==> src/inc/psm_pkg.sv <==
// Purpose: shared constants and types for the printer servo motion control
// Assumes: 40 MHz mclk_i, encoder and sensor pins squared off-chip
// Notes:   velocity tables are indexed by the remaining-count magnitude
package psm_pkg;

	localparam int          PW_DETENTS   = 192;
	localparam int          CA_DETENTS   = 400;
	localparam int          PW_AW        = 8;
	localparam int          CA_AW        = 9;
	localparam int          VEL_W        = 4;

	localparam logic [PW_AW-1:0] PW_ADDR_MAX = 8'hbf;
	localparam logic [CA_AW-1:0] CA_POS_MAX  = 9'h18f;
	localparam logic [PW_AW-1:0] PW_ZERO     = 8'h00;
	localparam logic [CA_AW-1:0] CA_ZERO     = 9'h000;
	localparam logic [VEL_W-1:0] VEL_STOP    = 4'h0;

	// squared pin inputs, index into the synchroniser vector
	localparam int          NPIN         = 8;
	localparam int          PIN_PHI1     = 0;
	localparam int          PIN_INDEX    = 1;
	localparam int          PIN_X        = 2;
	localparam int          PIN_Y        = 3;
	localparam int          PIN_LSTOP    = 4;
	localparam int          PIN_RIBBON   = 5;
	localparam int          PIN_SUPPLY   = 6;
	localparam int          PIN_MOTION   = 7;

	// deceleration profiles, indexed by top set bit of the remaining count
	localparam logic [VEL_W-1:0] PW_VEL_ROM [9] = '{
		4'h1, 4'h2, 4'h3, 4'h5, 4'h7, 4'h9, 4'hc, 4'hf, 4'hf};
	localparam logic [VEL_W-1:0] CA_VEL_ROM [9] = '{
		4'h1, 4'h1, 4'h2, 4'h3, 4'h4, 4'h6, 4'h8, 4'hb, 4'he};

	localparam logic [1:0]  PAPER_IDX_RST = 2'h0;
	localparam logic [1:0]  RIBBON_RST    = 2'h1;

	typedef enum logic {PSM_POSITION, PSM_RATE} psm_mode_t;

	typedef struct packed {
		logic             dir;
		logic [PW_AW-1:0] delta;
	} psm_pw_cmd_t;

	typedef struct packed {
		logic             dir;
		logic [CA_AW-1:0] delta;
	} psm_ca_cmd_t;

endpackage

==> src/verilog/psm_motion_ctrl.sv <==
// Purpose: printwheel/carriage servo sequencing, paper and ribbon steppers
// Assumes: controller inputs are on mclk_i; pins pass two flip-flops first
// Notes:   dir=1 means clockwise wheel, rightward carriage; paper_up_i=1 steps paper upward
`timescale 1ns/100ps
`default_nettype none
module psm_motion_ctrl
	import psm_pkg::*;
(
	input  wire logic              mclk_i,
	input  wire logic              rst_n_i,
	input  wire logic              ce_i,
	input  wire logic              pw_start_i,
	input  wire psm_pw_cmd_t       pw_cmd_i,
	input  wire logic              ca_start_i,
	input  wire psm_ca_cmd_t       ca_cmd_i,
	input  wire logic              restore_i,
	input  wire logic              paper_move_i,
	input  wire logic              paper_step_i,
	input  wire logic              paper_up_i,
	input  wire logic              ribbon_step_i,
	input  wire logic [NPIN-1:0]   pins_i,
	output logic                   pw_pos_mode_o,
	output logic [VEL_W-1:0]       pw_vel_o,
	output logic [PW_AW-1:0]       pw_addr_o,
	output logic                   pw_comp_sample_o,
	output logic                   ca_pos_mode_o,
	output logic [VEL_W-1:0]       ca_vel_o,
	output logic [CA_AW-1:0]       ca_detent_o,
	output logic                   ca_comp_sample_o,
	output logic                   ca_drive_en_o,
	output logic                   ca_limit_o,
	output logic                   fault_o,
	output logic                   paper_hold_o,
	output logic                   paper_phase_first_o,
	output logic                   paper_phase_second_o,
	output logic                   ribbon_phase_first_o,
	output logic                   ribbon_phase_second_o,
	output logic                   ribbon_exhausted_o
);
	// top set bit of a remaining count selects the profile entry
	function automatic logic [3:0] psm_bucket(input logic [CA_AW-1:0] v);
		logic [3:0] b;
		b = 4'h0;
		for (int i = 1; i < CA_AW; i++) begin
			if (v[i])
				b = 4'(i);
		end
		return b;
	endfunction
	function automatic logic [1:0] psm_paper_phase(input logic [1:0] idx);
		case (idx)
			2'h0:    return 2'b00;
			2'h1:    return 2'b10;
			2'h2:    return 2'b11;
			default: return 2'b01;
		endcase
	endfunction
	// synchronisers: meta is read only by sync
	logic [NPIN-1:0] meta, sync, last;
	logic            ca_clk_lvl, ca_clk_last, ca_dir;
	genvar g;
	generate
		for (g = 0; g < NPIN; g++) begin : g_sync
			always_ff @(posedge mclk_i or negedge rst_n_i) begin
				if (!rst_n_i) begin
					meta[g] <= 1'b0;
					sync[g] <= 1'b0;
					last[g] <= 1'b0;
				end else if (ce_i) begin
					meta[g] <= pins_i[g];
					sync[g] <= meta[g];
					last[g] <= sync[g];
				end
			end
		end
	endgenerate
	logic phi1_edge, lstop_edge, ca_step;
	assign phi1_edge  = sync[PIN_PHI1] & ~last[PIN_PHI1];
	assign lstop_edge = sync[PIN_LSTOP] & ~last[PIN_LSTOP];
	// the gated phase moves with direction so the count lands before the
	// detent either way; a fixed phase would leave one direction short
	always_comb begin
		ca_clk_lvl = sync[PIN_X] & (ca_dir ? ~sync[PIN_Y]
		                                   : sync[PIN_Y]);
	end
	assign ca_step = ca_clk_lvl & ~ca_clk_last;
	// fault latch
	logic fault, next_fault, fault_src;
	assign fault_src = sync[PIN_SUPPLY] | sync[PIN_MOTION];
	always_comb begin
		next_fault = fault;
		if (restore_i)
			next_fault = 1'b0;
		if (fault_src)
			next_fault = 1'b1;
	end
	// printwheel servo
	psm_mode_t        pw_mode, next_pw_mode;
	logic [PW_AW-1:0] pw_delta, next_pw_delta, pw_addr, next_pw_addr;
	logic             pw_dir, next_pw_dir, pw_go;
	logic [VEL_W-1:0] pw_vel, next_pw_vel;
	logic             pw_samp, next_pw_samp;
	assign pw_go = pw_start_i & ~fault & (pw_mode == PSM_POSITION)
	             & (pw_cmd_i.delta != PW_ZERO);
	always_comb begin
		next_pw_mode  = pw_mode;
		next_pw_delta = pw_delta;
		next_pw_dir   = pw_dir;
		next_pw_vel   = pw_vel;
		next_pw_samp  = 1'b0;
		next_pw_addr  = pw_addr;
		if (phi1_edge) begin
			if (sync[PIN_INDEX])
				next_pw_addr = PW_ZERO;
			else if (pw_dir)
				next_pw_addr = (pw_addr == PW_ADDR_MAX) ? PW_ZERO
				             : pw_addr + 8'h01;
			else
				next_pw_addr = (pw_addr == PW_ZERO) ? PW_ADDR_MAX
				             : pw_addr - 8'h01;
		end
		case (pw_mode)
			PSM_POSITION: begin
				next_pw_vel = VEL_STOP;
				if (pw_go) begin
					next_pw_mode  = PSM_RATE;
					next_pw_delta = pw_cmd_i.delta;
					next_pw_dir   = pw_cmd_i.dir;
					next_pw_vel   =
						PW_VEL_ROM[psm_bucket({1'b0, pw_cmd_i.delta})];
				end
			end
			PSM_RATE: begin
				if (phi1_edge) begin
					next_pw_delta = pw_delta - 8'h01;
					next_pw_vel   =
						PW_VEL_ROM[psm_bucket({1'b0, next_pw_delta})];
					if (pw_delta == 8'h01) begin
						next_pw_mode = PSM_POSITION;
						next_pw_vel  = VEL_STOP;
						next_pw_samp = 1'b1;
					end
				end
			end
			default: next_pw_mode = PSM_POSITION;
		endcase
	end
	// carriage servo
	psm_mode_t        ca_mode, next_ca_mode;
	logic [CA_AW-1:0] ca_delta, next_ca_delta, ca_det, next_ca_det;
	logic             next_ca_dir, ca_go;
	logic [VEL_W-1:0] ca_vel, next_ca_vel;
	logic             ca_samp, next_ca_samp;
	assign ca_go = ca_start_i & ~fault & (ca_mode == PSM_POSITION)
	             & (ca_cmd_i.delta != CA_ZERO);
	always_comb begin
		next_ca_mode  = ca_mode;
		next_ca_delta = ca_delta;
		next_ca_dir   = ca_dir;
		next_ca_vel   = ca_vel;
		next_ca_samp  = 1'b0;
		next_ca_det   = ca_det;
		if (ca_step) begin
			if (ca_dir)
				next_ca_det = (ca_det == CA_POS_MAX) ? CA_ZERO
				            : ca_det + 9'h001;
			else
				next_ca_det = (ca_det == CA_ZERO) ? CA_POS_MAX
				            : ca_det - 9'h001;
		end
		case (ca_mode)
			PSM_POSITION: begin
				next_ca_vel = VEL_STOP;
				if (ca_go) begin
					next_ca_mode  = PSM_RATE;
					next_ca_delta = ca_cmd_i.delta;
					next_ca_dir   = ca_cmd_i.dir;
					next_ca_vel   = CA_VEL_ROM[psm_bucket(ca_cmd_i.delta)];
				end
			end
			PSM_RATE: begin
				if (fault) begin
					next_ca_mode = PSM_POSITION;
					next_ca_vel  = VEL_STOP;
				end else if (ca_step) begin
					next_ca_delta = ca_delta - 9'h001;
					next_ca_vel   =
						CA_VEL_ROM[psm_bucket(next_ca_delta)];
					if (ca_delta == 9'h001) begin
						next_ca_mode = PSM_POSITION;
						next_ca_vel  = VEL_STOP;
						next_ca_samp = 1'b1;
					end
				end
			end
			default: next_ca_mode = PSM_POSITION;
		endcase
	end
	// paper and ribbon steppers
	logic       paper_hold, next_paper_hold;
	logic [1:0] paper_idx, next_paper_idx, paper_ph, next_paper_ph;
	logic [1:0] ribbon_ph, next_ribbon_ph;
	always_comb begin
		next_paper_hold = ~(paper_move_i & ~fault);
		next_paper_idx  = paper_idx;
		// stepping only once hold is already low keeps the motor locked
		if (paper_step_i & ~paper_hold & ~fault)
			next_paper_idx = paper_up_i ? paper_idx + 2'h1
			                            : paper_idx - 2'h1;
		next_paper_ph  = psm_paper_phase(next_paper_idx);
		next_ribbon_ph = ribbon_ph;
		if (ribbon_step_i & ~fault)
			next_ribbon_ph = {ribbon_ph[0], ribbon_ph[1]};
	end
	always_ff @(posedge mclk_i or negedge rst_n_i) begin
		if (!rst_n_i) begin
			ca_clk_last <= 1'b0;
			fault       <= 1'b0;
			pw_mode     <= PSM_POSITION;
			pw_delta    <= PW_ZERO;
			pw_dir      <= 1'b0;
			pw_vel      <= VEL_STOP;
			pw_samp     <= 1'b0;
			pw_addr     <= PW_ZERO;
			ca_mode     <= PSM_POSITION;
			ca_delta    <= CA_ZERO;
			ca_dir      <= 1'b0;
			ca_vel      <= VEL_STOP;
			ca_samp     <= 1'b0;
			ca_det      <= CA_ZERO;
			ca_limit_o  <= 1'b0;
			paper_hold  <= 1'b1;
			paper_idx   <= PAPER_IDX_RST;
			paper_ph    <= 2'b00;
			ribbon_ph   <= RIBBON_RST;
		end else if (ce_i) begin
			ca_clk_last <= ca_clk_lvl;
			fault       <= next_fault;
			pw_mode     <= next_pw_mode;
			pw_delta    <= next_pw_delta;
			pw_dir      <= next_pw_dir;
			pw_vel      <= next_pw_vel;
			pw_samp     <= next_pw_samp;
			pw_addr     <= next_pw_addr;
			ca_mode     <= next_ca_mode;
			ca_delta    <= next_ca_delta;
			ca_dir      <= next_ca_dir;
			ca_vel      <= next_ca_vel;
			ca_samp     <= next_ca_samp;
			ca_det      <= next_ca_det;
			ca_limit_o  <= lstop_edge;
			paper_hold  <= next_paper_hold;
			paper_idx   <= next_paper_idx;
			paper_ph    <= next_paper_ph;
			ribbon_ph   <= next_ribbon_ph;
		end
	end
	assign pw_pos_mode_o         = (pw_mode == PSM_POSITION);
	assign pw_vel_o              = pw_vel;
	assign pw_addr_o             = pw_addr;
	assign pw_comp_sample_o      = pw_samp;
	assign ca_pos_mode_o         = (ca_mode == PSM_POSITION);
	assign ca_vel_o              = ca_vel;
	assign ca_detent_o           = ca_det;
	assign ca_comp_sample_o      = ca_samp;
	assign ca_drive_en_o         = ~fault;
	assign fault_o               = fault;
	assign paper_hold_o          = paper_hold;
	assign paper_phase_first_o   = paper_ph[1];
	assign paper_phase_second_o  = paper_ph[0];
	assign ribbon_phase_first_o  = ribbon_ph[1];
	assign ribbon_phase_second_o = ribbon_ph[0];
	assign ribbon_exhausted_o    = sync[PIN_RIBBON];
endmodule // psm_motion_ctrl
`default_nettype wire
==> config.mk <==
export PLATFORM = sky130hd
export DESIGN_NAME = psm_motion_ctrl
export DESIGN_NICKNAME = d
export VERILOG_FILES = /design/src/inc/psm_pkg.sv /design/src/verilog/psm_motion_ctrl.sv
export SDC_FILE = /design/constraint.sdc
export NUM_CORES = 1
export LEC_CHECK = 0
export BUFFER_PORTS_ARGS = -buffer_cell sky130_fd_sc_hd__buf_4
export CAP_MARGIN = 20
export CORE_MARGIN = 4
export CORE_UTILIZATION = 53
export CTS_CLUSTER_DIAMETER = 80
export CTS_CLUSTER_SIZE = 40
export DETAILED_ROUTE_END_ITERATION = 16
export GPL_TIMING_DRIVEN = 0
export PLACE_DENSITY = 0.78
export SKIP_LAST_GASP = 1
export SLEW_MARGIN = 20
export SYNTH_ARGS = -nofsm -noshare
export SYNTH_HDL_FRONTEND = slang
export SYNTH_SLANG_ARGS = --single-unit
==> constraint.sdc <==
create_clock -name mclk_i -period 2.8 [get_ports mclk_i]
set_clock_uncertainty 0.2 [all_clocks]
set_input_delay 0.56 -clock mclk_i [delete_from_list [all_inputs] [get_ports mclk_i]]
set_output_delay 0.56 -clock mclk_i [all_outputs]
set_load 0.02 [all_outputs]
==> reports/qor.txt <==
Clock sink total = 76
Clock Pin Slew Worst Setup and Hold Paths = 90 ps
Routability cong. = 0.917
Element type at the critical path start = flop
# rows = 36
Yosys reg bits = 76
CTS max path bufs = 2
Drt first pass iters = 5
DR iter-0 viols = 336
Hold Slack = 112 ps
Core Footprint = 9730 um2
Sequential-to-total area share from yosys stat = 36.2%
FMAX = 0.372 GHz
Area leader, netlist = dfrtp_1
GR Overflow Total = 0
Synth Area per Inst = 8.70 um2
Finished Cell Area = 6290 um2
Global routing usage on met2 = 37.9%
Residual DRC = 0
Avg WL per Cell = 16.2 um
Required time of the critical path = 2860 ps
Main area contributors after synthesis = dfrtp_1, mux2_2, nor2_1, ha_1, nand2_1
Crit path arrival time = 2750 ps
IO Pins = 75
Die W = 108 um
Die Span Y = 108 um
Pleak = 0.00271 uW
Dominant cell by count in the synthesized netlist = dfrtp_1
Final period util = 96.1%
Hold WC Path Type = in2async
Initial antenna violation count = 0
Area after DPL = 6000 um2
WL final = 13400 um
Synth async-reset ratio = 100%
Gr usage total = 23.7%
Max-cap violations = 0
Final Hold Viols = 0
Commonest cells post-synth = dfrtp_1, nor2_1, nand2_1
First-pass GRT wire length = 22200 um
Final setup viols = 0
Final Max Slew Viols = 0
Xor/xnor cell area share of the yosys netlist = 2.97%
CP Class = reg2reg
Critical path fanouts, max = 10
Multi-input gate area = 3100 um2
GR Layer Usage met3 = 4.80%
CP Capture Type = flop
Later-pin clock latency in the skew report = 370 ps
Post-Synth Simple-Gate Area = 23.3%
Final setup margin = 111 ps
HPWL after DPL = 9730 um
Register area = 1910 um2
Die area = 11600 um2
Filler cells = 822
Root Driver = clkbuf_8
Yosys warns = 0
Adder-Cell Fraction of Synth Area = 4.04%
Via count = 4973
Largest net degree at the start of global routing = 77
Post-route ant nets = 0
Synth-to-layout area growth = 19.5%
# diodes = 0
Main combinational cell family by area after synthesis = simple AND/OR/NAND/NOR gates
Pwr Density = 993 nW/um2
Tightest Pin Transition = 959 ps
Library cells used by synthesis = 76
Port bufs = 74
RSZ-0062 raised after global routing = no
Vias per cell = 5.98
DP Worst Slack = -157 ps
Slew margin rel. = 36.0%
Synth Area in Compound Gates = 21.4%
Nets = 747
GR peak layer = met2
Via count of the first global-routing pass = 4665
Status = completed
Share of cells above drive strength 1 = 23.1%
Max VDD drop = 391 uV
Total CTS buffers = 9
EDFF count, synth = 0
Syn Inst Count = 605
CTS tree = yes
Minimum clock period = 2690 ps
Multiplexer share of the synthesized area = 6.66%
Initial core utilization = 54.1%
Met1 Resource Use GR = 32.2%
Syn Std Cell Area = 5260 um2
Synth top area share = 35.2%
Syn nets = 659
CTS H-tree depth = 3
Fin Setup TNS = 0 ps
Ys flop type = dfrtp_1
sequential cells by signal, summed over array words and instances (netlist names), 2 cells and up:
register     count
ca_vel_o         4
last             2
ribbon_ph        2
sync             7
paper_idx        2
paper_ph         2
pw_delta         8
pw_vel_o         4
ca_detent_o      9
ca_delta         9
meta             8
pw_addr_o        8
cell usage in the layout (no fill, tap or decap), types with 9 or more instances in the layout:
cell type	instances
nand3_1	20
dfrtp_1	72
inv_1	23
buf_4	81
a21oi_1	30
ha_1	17
nand2_1	55
nor2_1	56
a31oi_1	11
nand3b_1	9
nor3_1	20
mux2_2	24
o31ai_1	13
a211o_1	11
clkbuf_8	10
clkbuf_1	27
nor4_1	9
o21ai_0	39
or3_1	9
where the power goes:
part | total, uW | switching (uW) | internal (uW)
combinational | 3470 | 2020 | 1450
clock | 958 | 452 | 506
sequential | 1810 | 368 | 1450
area by class of cell:
type	instances	area share, %
multi-input combinational	461	49.3
sequential	76	30.3
timing repair buffer	80	9.55
buffer	40	3.08
tap	133	2.65
clock buffer	9	1.97
clock inverter	7	1.61
inverter	25	1.49
critical path: stages, from the launching register on:
cell and delay, ps:
dfrtp_2 440, inv_2 70, ha_1 150, clkbuf_8 150, or4b_4 490, nand3b_1 120
o311ai_2 130, nand2_1 120, inv_1 70, ha_1 310, xor2_1 160, a21o_1 180
routing by layer:
metal | part of all wire (%) | vias to the layer above
met5 | 0 | -
li1 | - | 2387
met4 | 2.1 | 0
met1 | 45 | 2370
met3 | 6.6 | 32
met2 | 47 | 184
final timing paths:
path / startpoint / end / slack (ps) / cells after the start
setup reg to reg: pw_delta[0] / pw_vel_o[1] / 110 / 11
setup / recovery: pw_delta[0] / pw_vel_o[1] / 110 / 11
hold reg to reg: paper_idx[1] / paper_idx[1] / 290 / 1
min in group mclk_i: paper_move_i / paper_hold_o / 140 / 2
max in group asynchronous: rst_n_i / pw_delta[1] / 1580 / 1
hold / removal: rst_n_i / ca_delta[0] / 110 / 1
logic make-up after synthesis:
family / after synthesis
flip-flops: 76
buffers and inverters: 68
XOR/XNOR: 17
AND/OR/NAND/NOR: 231
adder cells (fa/ha/maj): 17
AO/OA/AOI/OAI: 164
multiplexers: 32
through the flow:
stage,std cells,power (uW),utilization (%)
2_1_floorplan,605,4170,-
3_3_place_gp,812,5000,61.7
3_5_place_dp,812,5120,61.7
4_1_cts,827,6160,64.3
5_1_grt,831,6720,64.6
6_report,831,6240,64.6
what timing repair did:
action                                  CTS  global route
hold buffers                              0             0
gates resized for setup                   9             4
endpoints found under the setup margin    2             2
setup buffers                             1             5
pin swaps                                 3             0
(Power assumes the default switching activity.)
